### config.mk
export PLATFORM = sky130hd
export DESIGN_NAME = vam_mixer
export DESIGN_NICKNAME = d
export VERILOG_FILES = /design/src/rtl/vam_pkg.sv /design/src/rtl/vam_delay_line.sv /design/src/rtl/vam_round.sv /design/src/rtl/vam_mixer.sv
export SDC_FILE = /design/constraint.sdc
export NUM_CORES = 1
export LEC_CHECK = 0
export BUFFER_PORTS_ARGS = -buffer_cell sky130_fd_sc_hd__clkbuf_2
export CAP_MARGIN = 5
export CORE_MARGIN = 1.5
export CORE_UTILIZATION = 45
export DETAILED_ROUTE_END_ITERATION = 6
export PLACE_DENSITY_LB_ADDON = 0.08
export SLEW_MARGIN = 20
export SYNTH_ARGS = -nofsm -noshare
export SYNTH_HDL_FRONTEND = slang
export SYNTH_SLANG_ARGS = --single-unit
### constraint.sdc
create_clock -name clk -period 8.24 [get_ports clk]
set_input_delay 1.648 -clock clk [delete_from_list [all_inputs] [get_ports clk]]
set_output_delay 1.648 -clock clk [all_outputs]
set_load 0.01 [all_outputs]
### src/rtl/vam_pkg.sv
// shared constants and types for the video alpha mixer
package vam_pkg;
    localparam int PIX_W = 12;
    localparam int OUT_W = 13;
    localparam int DLY_W = 15;
    localparam int FLD_W = 3;
    localparam int PROD_W = 26;

    // weight of exactly one: bit 11 integer, bits 10..0 fraction
    localparam logic [11:0] WEIGHT_ONE = 12'h800;

    // delay field positions inside the delay setting
    localparam int FLD_FIRST_LSB = 0;
    localparam int FLD_SECOND_LSB = 3;
    localparam int FLD_WEIGHT_LSB = 6;
    localparam int FLD_FMT_LSB = 9;
    localparam int FLD_RND_LSB = 12;

    // rounding codes
    localparam logic [1:0] RND_8 = 2'h0;
    localparam logic [1:0] RND_10 = 2'h1;
    localparam logic [1:0] RND_12 = 2'h2;
    localparam logic [1:0] RND_13 = 2'h3;
    localparam logic [12:0] HALF_8 = 13'h0010;
    localparam logic [12:0] HALF_10 = 13'h0004;
    localparam logic [12:0] HALF_12 = 13'h0001;
    localparam logic [12:0] HALF_13 = 13'h0000;
    localparam logic [12:0] KEEP_8 = 13'h1fe0;
    localparam logic [12:0] KEEP_10 = 13'h1ff8;
    localparam logic [12:0] KEEP_12 = 13'h1ffe;
    localparam logic [12:0] KEEP_13 = 13'h1fff;

    // sum bits kept by the adjust stage (one left shift)
    localparam int ADJ_MSB = 22;
    localparam int ADJ_LSB = 10;

    // wishbone register map, byte addresses
    localparam logic [7:0] ADR_CTRL = 8'h00;
    localparam logic [7:0] ADR_DELAY = 8'h04;
    localparam logic [7:0] ADR_OUT = 8'h08;
    localparam int CTRL_BYPASS_BIT = 0;
    localparam int CTRL_OE_N_BIT = 1;
    localparam logic [1:0] CTRL_RST = 2'h2;
    localparam logic [14:0] DELAY_RST = 15'h0000;
    localparam logic [12:0] OUT_RST = 13'h0000;

    typedef struct packed {
        logic [11:0] first;
        logic [11:0] second;
        logic [11:0] weight;
        logic fmt_n;
        logic [1:0] rnd;
    } vam_sample_type;
endpackage

### src/rtl/vam_delay_line.sv
// programmable 0..7 stage delay line
`timescale 1ns/1ns
module vam_delay_line #(
    parameter int W = 12
) (
    input wire logic clk,
    input wire logic rstn,
    input wire logic [W-1:0] din,
    input wire logic [2:0] sel,
    output logic [W-1:0] dout
);
    logic [W-1:0] tap_r [0:6];

    always_ff @(posedge clk) begin
        if (!rstn) begin
            for (int i = 0; i < 7; i++) begin
                tap_r[i] <= '0;
            end
        end else begin
            tap_r[0] <= din;
            for (int i = 1; i < 7; i++) begin
                tap_r[i] <= tap_r[i-1];
            end
        end
    end

    // zero stages passes the captured value straight on
    assign dout = (sel == 3'h0) ? din : tap_r[sel - 3'h1];
endmodule

### src/rtl/vam_round.sv
// output rounding to 8, 10, 12 or 13 bits
`timescale 1ns/1ns
module vam_round (
    input wire logic [12:0] val,
    input wire logic [1:0] rnd,
    output logic [12:0] rounded
);
    logic [12:0] half;
    logic [12:0] keep;

    assign half = (rnd == vam_pkg::RND_8) ? vam_pkg::HALF_8 :
                  (rnd == vam_pkg::RND_10) ? vam_pkg::HALF_10 :
                  (rnd == vam_pkg::RND_12) ? vam_pkg::HALF_12 :
                  vam_pkg::HALF_13;
    assign keep = (rnd == vam_pkg::RND_8) ? vam_pkg::KEEP_8 :
                  (rnd == vam_pkg::RND_10) ? vam_pkg::KEEP_10 :
                  (rnd == vam_pkg::RND_12) ? vam_pkg::KEEP_12 :
                  vam_pkg::KEEP_13;
    // wraps on overflow at the top of the range, no saturation
    assign rounded = (val + half) & keep;
endmodule

### src/rtl/vam_mixer.sv
// video alpha mixer top with wishbone control registers
//
// Functional notes
// - round code selects 8/10/12/13 output bits
// - both pixels captured on rising clock
// - format select high unsigned, low signed
// - format change affects only newly captured samples
// - output is first*weight plus second*(1-weight)
// - weight is unsigned fraction zero to one
// - load enable high captures weight, else hold
// - 15-bit delay setting, five 3-bit fields
// - field value gives 0..7 extra stages
// - delay setting shifted in bit zero first
// - delay data sampled on strobe rising edge
// - bypass forces delay setting to zero
// - sum shifted left one, top bit dropped
// - round code travels with its sample
// - weight above one clamped to one
// - add half below lsb, clear lower bits
// - output driven only while enable low
// - master clock never writes delay setting; here clk loads it on the synchronized strobe rise and clears it on bypass
//
// Register access over Wishbone and the placing of the registers were chosen for this implementation.
`timescale 1ns/1ns
module vam_mixer (
    input wire logic clk,
    input wire logic rstn,
    input wire logic [11:0] pixel_in_first,
    input wire logic [11:0] pixel_in_second,
    input wire logic [11:0] weight_in,
    input wire logic weight_load_enable,
    input wire logic format_select_n,
    input wire logic [1:0] round_select,
    input wire logic delay_serial_data,
    input wire logic delay_load_strobe_n,
    input wire logic cyc_i,
    input wire logic stb_i,
    input wire logic we_i,
    input wire logic [7:0] adr_i,
    input wire logic [3:0] sel_i,
    input wire logic [31:0] dat_i,
    output logic [31:0] dat_o,
    output logic ack_o,
    output logic [12:0] mixed_out,
    output logic mixed_out_oe
);
    // ---- input capture ----
    vam_pkg::vam_sample_type cap_r;
    vam_pkg::vam_sample_type cap_nxt;

    assign cap_nxt.first = pixel_in_first;
    assign cap_nxt.second = pixel_in_second;
    assign cap_nxt.fmt_n = format_select_n;
    assign cap_nxt.rnd = round_select;
    assign cap_nxt.weight = weight_load_enable ? weight_in :
                            cap_r.weight;

    always_ff @(posedge clk) begin
        if (!rstn) begin
            cap_r <= '0;
        end else begin
            cap_r <= cap_nxt;
        end
    end

    // ---- delay setting, loaded by strobe ----
    // the strobe is asynchronous to clk; data and strobe share
    // the same two-stage path so they stay aligned
    logic ld_s1_r;
    logic ld_s2_r;
    logic ld_s3_r;
    logic del_s1_r;
    logic del_s2_r;
    logic [1:0] ctrl_r;
    logic [14:0] delay_setting_r;
    logic [14:0] delay_setting_nxt;
    logic ld_rise;
    logic bypass;

    always_ff @(posedge clk) begin
        if (!rstn) begin
            ld_s1_r <= 1'b1;
            ld_s2_r <= 1'b1;
            ld_s3_r <= 1'b1;
            del_s1_r <= 1'b0;
            del_s2_r <= 1'b0;
        end else begin
            ld_s1_r <= delay_load_strobe_n;
            ld_s2_r <= ld_s1_r;
            ld_s3_r <= ld_s2_r;
            del_s1_r <= delay_serial_data;
            del_s2_r <= del_s1_r;
        end
    end

    assign ld_rise = ld_s2_r & ~ld_s3_r;
    assign bypass = ctrl_r[vam_pkg::CTRL_BYPASS_BIT];

    // new bit enters at the top, so bit zero ends at the bottom
    assign delay_setting_nxt = bypass ? vam_pkg::DELAY_RST :
        ld_rise ? {del_s2_r, delay_setting_r[14:1]} :
        delay_setting_r;

    always_ff @(posedge clk) begin
        if (!rstn) begin
            delay_setting_r <= vam_pkg::DELAY_RST;
        end else begin
            delay_setting_r <= delay_setting_nxt;
        end
    end

    // ---- per-group programmable delays ----
    logic [11:0] dly_first;
    logic [11:0] dly_second;
    logic [11:0] dly_weight;
    logic [0:0] dly_fmt_n;
    logic [1:0] dly_rnd;
    logic [2:0] fld_first;
    logic [2:0] fld_second;
    logic [2:0] fld_weight;
    logic [2:0] fld_fmt;
    logic [2:0] fld_rnd;

    assign fld_first =
        delay_setting_r[vam_pkg::FLD_FIRST_LSB +: vam_pkg::FLD_W];
    assign fld_second =
        delay_setting_r[vam_pkg::FLD_SECOND_LSB +: vam_pkg::FLD_W];
    assign fld_weight =
        delay_setting_r[vam_pkg::FLD_WEIGHT_LSB +: vam_pkg::FLD_W];
    assign fld_fmt =
        delay_setting_r[vam_pkg::FLD_FMT_LSB +: vam_pkg::FLD_W];
    assign fld_rnd =
        delay_setting_r[vam_pkg::FLD_RND_LSB +: vam_pkg::FLD_W];

    vam_delay_line #(.W(12)) u_dly_first (
        .clk(clk),
        .rstn(rstn),
        .din(cap_r.first),
        .sel(fld_first),
        .dout(dly_first)
    );
    vam_delay_line #(.W(12)) u_dly_second (
        .clk(clk),
        .rstn(rstn),
        .din(cap_r.second),
        .sel(fld_second),
        .dout(dly_second)
    );
    vam_delay_line #(.W(12)) u_dly_weight (
        .clk(clk),
        .rstn(rstn),
        .din(cap_r.weight),
        .sel(fld_weight),
        .dout(dly_weight)
    );
    vam_delay_line #(.W(1)) u_dly_fmt (
        .clk(clk),
        .rstn(rstn),
        .din(cap_r.fmt_n),
        .sel(fld_fmt),
        .dout(dly_fmt_n)
    );
    vam_delay_line #(.W(2)) u_dly_rnd (
        .clk(clk),
        .rstn(rstn),
        .din(cap_r.rnd),
        .sel(fld_rnd),
        .dout(dly_rnd)
    );

    // ---- weight clamp, operand extension, products ----
    logic [11:0] w_clamp;
    logic [11:0] w_comp;
    logic [12:0] a_ext;
    logic [12:0] b_ext;
    logic signed [25:0] prod_a_nxt;
    logic signed [25:0] prod_b_nxt;
    logic signed [25:0] prod_a_r;
    logic signed [25:0] prod_b_r;
    logic [1:0] rnd_s1_r;

    assign w_clamp = (dly_weight > vam_pkg::WEIGHT_ONE) ?
                     vam_pkg::WEIGHT_ONE : dly_weight;
    assign w_comp = vam_pkg::WEIGHT_ONE - w_clamp;
    // unsigned operands get a zero top bit, signed a copy of sign
    assign a_ext = {~dly_fmt_n[0] & dly_first[11], dly_first};
    assign b_ext = {~dly_fmt_n[0] & dly_second[11], dly_second};
    assign prod_a_nxt = $signed(a_ext) * $signed({1'b0, w_clamp});
    assign prod_b_nxt = $signed(b_ext) * $signed({1'b0, w_comp});

    always_ff @(posedge clk) begin
        if (!rstn) begin
            prod_a_r <= '0;
            prod_b_r <= '0;
            rnd_s1_r <= vam_pkg::RND_8;
        end else begin
            prod_a_r <= prod_a_nxt;
            prod_b_r <= prod_b_nxt;
            rnd_s1_r <= dly_rnd;
        end
    end

    // ---- summer and adjust ----
    logic signed [25:0] sum_nxt;
    logic signed [25:0] sum_r;
    logic [1:0] rnd_s2_r;
    logic [12:0] adjusted;
    logic [12:0] rounded;

    assign sum_nxt = prod_a_r + prod_b_r;

    always_ff @(posedge clk) begin
        if (!rstn) begin
            sum_r <= '0;
            rnd_s2_r <= vam_pkg::RND_8;
        end else begin
            sum_r <= sum_nxt;
            rnd_s2_r <= rnd_s1_r;
        end
    end

    // weight never exceeds one, so the summer's top bit is spare
    assign adjusted = sum_r[vam_pkg::ADJ_MSB:vam_pkg::ADJ_LSB];

    vam_round u_round (
        .val(adjusted),
        .rnd(rnd_s2_r),
        .rounded(rounded)
    );

    // ---- output register and enable ----
    logic [12:0] mixed_out_r;
    logic mixed_out_oe_r;

    always_ff @(posedge clk) begin
        if (!rstn) begin
            mixed_out_r <= vam_pkg::OUT_RST;
            mixed_out_oe_r <= 1'b0;
        end else begin
            mixed_out_r <= rounded;
            mixed_out_oe_r <= ~ctrl_r[vam_pkg::CTRL_OE_N_BIT];
        end
    end

    assign mixed_out = mixed_out_r;
    assign mixed_out_oe = mixed_out_oe_r;

    // ---- wishbone slave ----
    logic ack_r;
    logic [31:0] dat_r;
    logic [31:0] rd_nxt;
    logic req;
    logic hit_ctrl;
    logic hit_delay;
    logic hit_out;
    logic wr_ctrl;

    assign req = cyc_i & stb_i & ~ack_r;
    assign hit_ctrl = (adr_i == vam_pkg::ADR_CTRL);
    assign hit_delay = (adr_i == vam_pkg::ADR_DELAY);
    assign hit_out = (adr_i == vam_pkg::ADR_OUT);
    assign wr_ctrl = req & we_i & sel_i[0] & hit_ctrl;
    // unmapped addresses read zero and ignore writes
    assign rd_nxt = hit_ctrl ? {30'h0, ctrl_r} :
                    hit_delay ? {17'h0, delay_setting_r} :
                    hit_out ? {19'h0, mixed_out_r} : 32'h0;

    always_ff @(posedge clk) begin
        if (!rstn) begin
            ctrl_r <= vam_pkg::CTRL_RST;
            ack_r <= 1'b0;
            dat_r <= 32'h0;
        end else begin
            ack_r <= req;
            if (req) begin
                dat_r <= rd_nxt;
            end
            if (wr_ctrl) begin
                ctrl_r <= dat_i[1:0];
            end
        end
    end

    assign ack_o = ack_r;
    assign dat_o = dat_r;
endmodule

==> reports/metrics.yaml, run 1 <==
power:
  power_density_mw_per_mm2: 220.0
  cellLeakagePower_nw: 13.30
  irDropWorstVdd_uv: 160.6
synth:
  synth_top_area_share: 0.3191
  synth_area_leaders: "dfxtp_1 32%, fa_1 20%, and2_1 8.5%, ha_1 6.7%, inv_1 5.3%"
  synth_most_common_cell: "dfxtp_1"
  ys_types: 71
  async_flop_share: 0
  ys_seq_area_frac: 0.3191
  ys_seq_elements: 427
  synth-edff-count: 0
  ys_top_cells_by_count: "427 x dfxtp_1, 377 x inv_1, 364 x and2_1"
  synthCells: 2804
  synth_top_cell_by_area: "dfxtp_1"
  yosys_most_used_dff: "dfxtp_1"
  syn-mean-instance-area_um2: 9.553
  yosysWarnings: 0
  synth_area_mm2: 0.02679
sta:
  final_max_slew_viol_count: 0
  setup_ws_ps: 376.6
  hold_viol_final: 0
  period_share: 0.9543
  period_minus_slack_ps: 7863
  clock.fmax_ghz: 0.1272
  tns_ps: 0
  rsz0062_at_grt: "true"
  setup_violations: 0
  tightest_slew_ps: 1121
  skew_ps: 12.58
  slew_headroom: 0.2445
clock_tree:
  clk_path_buf_depth: 3
  clk_pin_slew_ps: 60
  cts_tree: "yes"
  cts_setup_buffers: 0
  ctsHoldBuffers: 0
  cts_made_buffers: 46
  h-tree-depth: 2
  cts_sinks: 427
  root_buffer: "clkbuf_16"
  clk_latency_ps: 590
critical_path:
  required_ps: 8750
  cp_num_cells: 33
  cpPeakStageDelay_ps: 530
  cpLargestDelayFamily: "adder cells"
  critPathCaptureType: "flop"
  reg2reg_depth: 33
  start_kind: "flop"
  cp_max_fo: 21
  crit_top_cell: "buf_4"
  critical_path_buf_inv_count: 11
  slowest_stage: "fa_1"
  arrival_ps: 8380
  crit_type: "reg2reg"
placed_design:
  port_buffers: 87
  gp_congestion: 0.8601
  dp_hpwl_um: 46740
  post-place-ws_ps: 90.43
cells_and_area:
  diodes: 0
  fin_nets: 3409
  layout-drive-gt1-share: 0.1097
  area_growth_pct: 11.84
worst_hold_path:
  hold_path_depth: 1
  hold_path_class: "reg2reg"
flow_run:
  max-cap-violations: 0
global_route:
  grt_pass1_vias: 19560
  grt_overflow: 0
  antenna_found_initial: 0
  track_usage: 0.2104
  grt_pass1_wl_um: 102000
  grt_max_degree: 147
run_status:
  status: "finished, final reports clean"
routing:
  drc: 0
  routed_via_density: 4.956
  drtIter0Drc: 790
  avgRoutedWirePerCell_um: 16.35
  drtAntennaViolNets: 0
  num_vias: 18380
  drt-pass1-iter-count: 5
  drt-total-wl_um: 60630
floorplan:
  die_w_um: 247.0
  die_h_um: 247.0
  rows: 89
  start_util: 0.4547
  dieArea_mm2: 0.06100
  ios: 138
  coreArea_mm2: 0.05891
[path summary, 6_finish.rpt]
kind         slack, ps          startpoint      endpoint
min reg2reg        410             ld_s1_r       ld_s2_r
max reg2reg        380  delay_setting_r[7]  prod_b_r[22]
max                380  delay_setting_r[7]  prod_b_r[22]
min                410             ld_s1_r       ld_s2_r
[report_power, final]
group | internal [mW] | leakage [nW] | switching [mW] | total [mW]
sequential | 2.20 | 3.48 | 0.0616 | 2.26
clock | 1.26 | 0.757 | 0.842 | 2.10
combinational | 0.947 | 9.07 | 1.28 | 2.23
total | 4.41 | 13.3 | 2.18 | 6.59
[final cells by class]
type | instances | area (um^2)
fillers | 5451 | 28950
clock inverters | 11 | 211.5
flip-flops and latches | 427 | 8551
well taps | 773 | 967.2
clock buffers | 66 | 1348
repair buffers | 180 | 1162
inverters | 378 | 1419
multi-input cells | 1873 | 16300
[timing repair]
action / CTS / global route
endpoints found under the setup margin: 0 / 5
endpoints found under the hold margin: 0 / 0
resized for setup: 0 / 8
[registers in the layout (all words and copies together) (netlist names), 14 cells and up]
name                flops
prod_a_r               23
u_dly_first.tap_r      84
u_dly_second.tap_r     84
u_dly_weight.tap_r     84
delay_setting_r        15
cap_r                  39
u_dly_rnd.tap_r        14
dat_o                  15
prod_b_r               23
[worst register-to-register path: cells and delay by family (launching register included)]
kind            cells  cell delay (ps)
compound gates      3              370
mux                 3              800
buf+inv            11             1770
flops               1              330
xor+xnor            5             1100
fa+ha+maj           6             2810
simple gates        5              610
[placed cells by master (no fill, tap or decap), drive strengths merged, types with 39 or more instances in the layout]
| master | Yosys | layout |
|---|---|---|
| o21ai | 48 | 48 |
| a211oi | 41 | 41 |
| mux4 | 39 | 39 |
| clkbuf | 105 | 153 |
| and2 | 365 | 365 |
| xnor2 | 53 | 53 |
| ha | 144 | 144 |
| nand2 | 230 | 230 |
| dfxtp | 427 | 427 |
| nor3 | 39 | 39 |
| mux2i | 58 | 58 |
| buf | 37 | 93 |
| nor2 | 250 | 250 |
| inv | 378 | 378 |
| a21oi | 87 | 87 |
| fa | 268 | 268 |
[cell families after synthesis]
family / count (synthesis) / synth area share
buffers and inverters: 520 / 0.07707
and+or+nand+nor: 992 / 0.1860
xor gates and xnor gates: 76 / 0.02485
AOI/OAI and AO/OA: 274 / 0.06820
adders and majority gates: 412 / 0.2676
DFF: 427 / 0.3191
muxes: 102 / 0.05703
other: 1 / 0.0001400
[layer usage]
metal,GRT usage,part of all wire,vias up
li1,-,-,9000
met5,0,0,-
met4,0.05775,0.027,0
met2,0.3604,0.48,267
met3,0.02898,0.033,73
met1,0.2773,0.46,9037
[metrics by stage]
step / hold slack, ps / power, mW / cells / area [um^2] / util
after floorplan: 386.3 / 3.961 / 2820 / 26850 / -
after global placement: 394.3 / 4.470 / 3631 / 28350 / 0.4812
after detailed placement: 393.0 / 4.505 / 3631 / 28350 / 0.4812
after CTS: 408.5 / 6.655 / 3708 / 29900 / 0.5077
after global routing: 438.8 / 7.126 / 3708 / 29960 / 0.5086
final: 407.3 / 6.591 / 3708 / 29960 / 0.5086
Note: power is estimated with default switching activity, not from simulation.
==> run 2, diff against run 1 <==
--- a/config.mk
+++ b/config.mk
@@ -8,7 +8,8 @@
 export BUFFER_PORTS_ARGS = -buffer_cell sky130_fd_sc_hd__clkbuf_2
 export CAP_MARGIN = 5
 export CORE_MARGIN = 1.5
-export CORE_UTILIZATION = 45
+export CORE_UTILIZATION = 46
+export CTS_CLUSTER_SIZE = 12
 export DETAILED_ROUTE_END_ITERATION = 6
 export PLACE_DENSITY_LB_ADDON = 0.08
 export SLEW_MARGIN = 20
==> constraint.sdc (replaced) <==
create_clock -name clk -period 8.24 [get_ports clk]
set_input_delay 1.648 -clock clk [delete_from_list [all_inputs] [get_ports clk]]
set_output_delay 1.648 -clock clk [all_outputs]
set_load 0.05 [all_outputs]
==> run 2 against run 1 <==
Power is essentially flat. Critical path depth shrank 4. Setup slack lost 43 ps. Non-clock buffer count shrank 4. Highest routed layer unchanged. The run now ends with design-rule violations left. First-iteration DRC count grew 14%. Sequential cell count is the same. Largest power group is now combinational cells.
==> reports/metrics.yaml, run 2 (same netlist as run 1, synthesis figures left out) <==
clock_tree:
  clk_path_buf_depth: 3
  clk_pin_slew_ps: 60
  cts_made_buffers: 47
  cts_setup_buffers: 0
  cts_sinks: 427
  ctsHoldBuffers: 0
  root_buffer: "clkbuf_16"
  cts_tree: "yes"
  clk_latency_ps: 600
  h-tree-depth: 2
worst_hold_path:
  hold_path_class: "reg2reg"
  hold_path_depth: 1
  min_to: "ld_s2_r"
  hp-start: "ld_s1_r"
floorplan:
  dieArea_mm2: 0.05969
  rows: 88
  coreArea_mm2: 0.05759
  ios: 138
  die_h_um: 244.3
  start_util: 0.4652
  die_w_um: 244.3
sta:
  skew_ps: 20.89
  rsz0062_at_grt: "false"
  final_max_slew_viol_count: 0
  setup_violations: 0
  slew_headroom: 0.2993
  period_share: 0.9595
  hold_viol_final: 0
  period_minus_slack_ps: 7906
  tightest_slew_ps: 1049
  clock.fmax_ghz: 0.1265
  tns_ps: 0
power:
  p_sw_mw: 2.261
  pwr-share-comb: 0.352
  intPower_mw: 4.335
  seq_power_share: 0.343
  p_total_mw: 6.596
  cellLeakagePower_nw: 13.28
  power.share.clock: 0.306
  p_sw_frac: 0.3428
  irDropWorstVdd_uv: 157.8
  power_density_mw_per_mm2: 220.5
placed_design:
  dp_hpwl_um: 46950
  port_buffers: 87
  gp_congestion: 0.9124
global_route:
  grt_pass1_wl_um: 102000
  grt_pass1_vias: 19640
  antenna_found_initial: 1
  grt_overflow: 0
  grt_max_degree: 107
  track_usage: 0.2141
critical_path:
  r2r_start: "delay_setting_r[7]"
  worstReg2RegEnd: "prod_b_r[22]"
  slowest_stage: "fa_1"
  required_ps: 8770
  reg2reg_depth: 29
  critPathCaptureType: "flop"
  rrSetupSlack_ps: 330
  start_kind: "flop"
  crit_type: "reg2reg"
  arrival_ps: 8430
  cpPeakStageDelay_ps: 540
  crit_top_cell: "fa_1"
  cp_max_fo: 20
routing:
  routed_via_density: 5.036
  num_vias: 18640
  avgRoutedWirePerCell_um: 16.56
  drt-pass1-iter-count: 7
  drtAntennaViolNets: 0
  drc: 7
  drtIter0Drc: 903
  drt-total-wl_um: 61270
cells_and_area:
  diodes: 0
  final_cell_mix: "424 x dfxtp_1, 376 x inv_1, 364 x and2_1"
  area_growth_pct: 11.67
  largestRegisters: "u_dly_first.tap_r (84), u_dly_second.tap_r (84), u_dly_weight.tap_r (84)"
  fin_nets: 3406
  final_common_cell: "dfxtp_1"
  fill_cells: 5337
  fin_util: 0.5194
  layout-drive-gt1-share: 0.1110
run_status:
  status: "complete, but fails checks"
  failed_checks: "design-rule violations"
flow_run:
  max-cap-violations: 0
run 2: changes by cell type in the layout (fill, tap and decap cells not counted), moves of 2 or more:
cell / before / now
buf_12: 1 / 4
buf_4: 90 / 83
bufinv_16: 4 / 1
clkbuf_1: 9 / 11
clkinv_2: 3 / 7
clkinvlp_4: 1 / 3
inv_6: 0 / 2
xnor2_2: 2 / 4
run 2: metal layers:
metal | part of all wire | wire length, um | global-route usage
met5 | 0 | 0 | 0
met4 | 0.037 | 2266 | 0.07825
met3 | 0.039 | 2376 | 0.02963
met2 | 0.48 | 29170 | 0.3636
met1 | 0.45 | 27460 | 0.2781
run 2: final cells by class:
type,instances,area (um^2),area share
multi-input cells,1873,16320,0.5455
flip-flops and latches,427,8552,0.2859
clock buffers,67,1341,0.04484
clock inverters,15,151.4,0.005061
repair buffers,176,1174,0.03924
inverters,378,1419,0.04743
well taps,765,957.2,0.03200
run 2: power by group through the flow:
| stage | clock network, mW | registers [mW] | logic, mW |
|---|---|---|---|
| 2_1_floorplan | 0 | 2.32 | 1.69 |
| 3_3_place_gp | 0 | 2.30 | 2.28 |
| 3_5_place_dp | 0 | 2.31 | 2.29 |
| 4_1_cts | 2.08 | 2.26 | 2.31 |
| 5_1_grt | 2.17 | 2.27 | 2.66 |
| 6_report | 2.02 | 2.26 | 2.32 |
run 2: worst max-delay path by stage:
stage                            start            to  depth (start not counted)
floorplan           delay_setting_r[6]  prod_b_r[22]                         36
global placement    delay_setting_r[7]  prod_b_r[22]                         30
detailed placement  delay_setting_r[7]  prod_b_r[22]                         31
CTS                 delay_setting_r[7]  prod_b_r[22]                         31
global route        delay_setting_r[7]  prod_b_r[22]                         31
finish              delay_setting_r[7]  prod_b_r[22]                         29
run 2: timing repair:
item                       in CTS  in global routing
gates resized for setup         0                 16
setup endpoints to repair       0                  5
hold endpoints to repair        0                  0
run 2: metrics by stage:
stage	cell area (um^2)	instances	hold slack [ps]	worst slack [ps]
2_1_floorplan	26850	2820	386.3	136.0
3_3_place_gp	28340	3619	427.7	136.8
3_5_place_dp	28340	3619	424.6	67.25
4_1_cts	29840	3701	442.6	38.77
5_1_grt	29910	3701	449.2	10.11
6_report	29910	3701	440.3	334.1
run 2: worst max-delay path: cells and delay by family, from the launching register on:
kind,cells,cell delay (ps)
fa+ha+maj,6,2780
simple gates,5,1200
buf+inv,7,1100
mux,3,800
compound gates,4,790
xor+xnor,4,690
flops,1,450
==> run 3, diff against run 2 <==
==> constraint.sdc (replaced) <==
create_clock -name clk -period 8.24 [get_ports clk]
set_input_delay 1.236 -clock clk [delete_from_list [all_inputs] [get_ports clk]]
set_output_delay 1.236 -clock clk [all_outputs]
set_load 0.05 [all_outputs]
==> run 3 against run 2 <==
The run now ends clean. Cell area grew 0.23%. Combinational power is essentially flat. Clock power grew 5%. Final cell count is essentially flat. Sequential cell count is the same.
==> reports/metrics.yaml, run 3 (same netlist as run 1, synthesis figures left out) <==
placed_design:
  gp_congestion: 0.9145
  port_buffers: 87
  dp_hpwl_um: 47130
clock_tree:
  root_buffer: "clkbuf_16"
  cts_made_buffers: 47
  h-tree-depth: 2
  cts_sinks: 427
  clk_path_buf_depth: 3
  cts_tree: "yes"
  clk_pin_slew_ps: 70
  clk_latency_ps: 600
floorplan:
  coreArea_mm2: 0.05759
  ios: 138
  rows: 88
  dieArea_mm2: 0.05969
  die_h_um: 244.3
  die_w_um: 244.3
  start_util: 0.4652
routing:
  num_vias: 18580
  drc: 0
  drtAntennaViolNets: 0
  drt-pass1-iter-count: 5
  drt-total-wl_um: 61890
  routed_via_density: 5.017
  avgRoutedWirePerCell_um: 16.71
  drtIter0Drc: 973
global_route:
  grt_pass1_vias: 19600
  grt_pass1_wl_um: 103000
  antenna_found_initial: 0
  grt_max_degree: 120
  grt_overflow: 0
  track_usage: 0.2168
critical_path:
  cpPeakStageDelay_ps: 550
  critical_path_buf_inv_count: 8
  start_kind: "flop"
  crit_start: "delay_setting_r[7]"
  arrival_ps: 8390
  crit_top_cell: "fa_1"
  r2r_start: "delay_setting_r[7]"
  critPathCaptureType: "flop"
  slowest_stage: "fa_1"
  cp_max_fo: 18
  rrSetupSlack_ps: 380
  cpLargestDelayFamily: "adder cells"
  crit_type: "reg2reg"
  required_ps: 8760
sta:
  tns_ps: 0
  tightest_slew_ps: 1047
  hold_slack_ps: 432.4
  rsz0062_at_grt: "false"
  clock.fmax_ghz: 0.1272
  final_max_slew_viol_count: 0
  hold_viol_final: 0
  period_minus_slack_ps: 7864
  setup_violations: 0
  period_share: 0.9543
  slew_headroom: 0.3004
  skew_ps: 14.32
cells_and_area:
  final_cell_mix: "423 x dfxtp_1, 376 x inv_1, 364 x and2_1"
  fin_nets: 3407
  fill_cells: 5348
  largestRegisters: "u_dly_first.tap_r (84), u_dly_second.tap_r (84), u_dly_weight.tap_r (84)"
  area_growth_pct: 11.93
  layout-drive-gt1-share: 0.1120
  diodes: 0
  final_common_cell: "dfxtp_1"
  fin_util: 0.5207
power:
  irDropWorstVdd_uv: 213.8
  power_density_mw_per_mm2: 224.0
  cellLeakagePower_nw: 13.33
flow_run:
  max-cap-violations: 0
worst_hold_path:
  hold_path_class: "reg2reg"
  hp-start: "del_s1_r"
run_status:
  status: "finished, final reports clean"
run 3: changes by cell type in the layout (fill, tap and decap cells not counted), sizes merged:
cell,before,now
bufinv,1,3
clkinvlp,3,1
buf,89,90
clkbuf,154,155
clkinv,9,10
inv,380,379
run 3: stage by stage:
step,setup WS [ps],cell area [um^2],std cells,power [mW]
6_report,376.3,29980,3703,6.717
5_1_grt,5.542,29980,3703,7.200
4_1_cts,4.897,29900,3702,6.780
3_5_place_dp,-22.52,28320,3619,4.608
3_3_place_gp,77.10,28320,3619,4.574
2_1_floorplan,136.0,26850,2820,4.005
run 3: area by class of cell:
type	count	area (um^2)	area share
Multi-Input combinational cell	1873	16330	0.5446
Sequential cell	427	8553	0.2853
Inverter	378	1419	0.04732
Clock buffer	68	1376	0.04590
Timing Repair Buffer	177	1152	0.03843
Tap cell	765	957.2	0.03192
Clock inverter	15	196.4	0.006552
run 3: repair_timing:
| action | 4_1_cts | 5_1_grt |
|---|---|---|
| buffers inserted | 0 | 1 |
| pin swaps | 0 | 2 |
| cloned | 0 | 0 |
| hold buffers | 0 | 0 |
| resized for setup | 2 | 15 |
| endpoints found under the setup margin | 1 | 5 |
run 3: worst paths after layout:
| path | depth (start not counted) | endpoint |
|---|---|---|
| worst min-delay path | 1 | del_s2_r |
| worst max register to register | 30 | prod_b_r[22] |
| worst min register to register | 1 | del_s2_r |
| worst max-delay path | 30 | prod_b_r[22] |
run 3: where the power goes:
part | switching (mW) | internal (mW) | total (mW)
Clock | 0.862 | 1.26 | 2.12
Combinational | 1.36 | 0.973 | 2.33
Sequential | 0.0648 | 2.20 | 2.26
run 3: routing by layer:
layer | global-route usage | routed length, um
met5 | 0 | 0
met4 | 0.08206 | 2306
met3 | 0.03336 | 2725
met2 | 0.3682 | 29790
met1 | 0.2782 | 27070
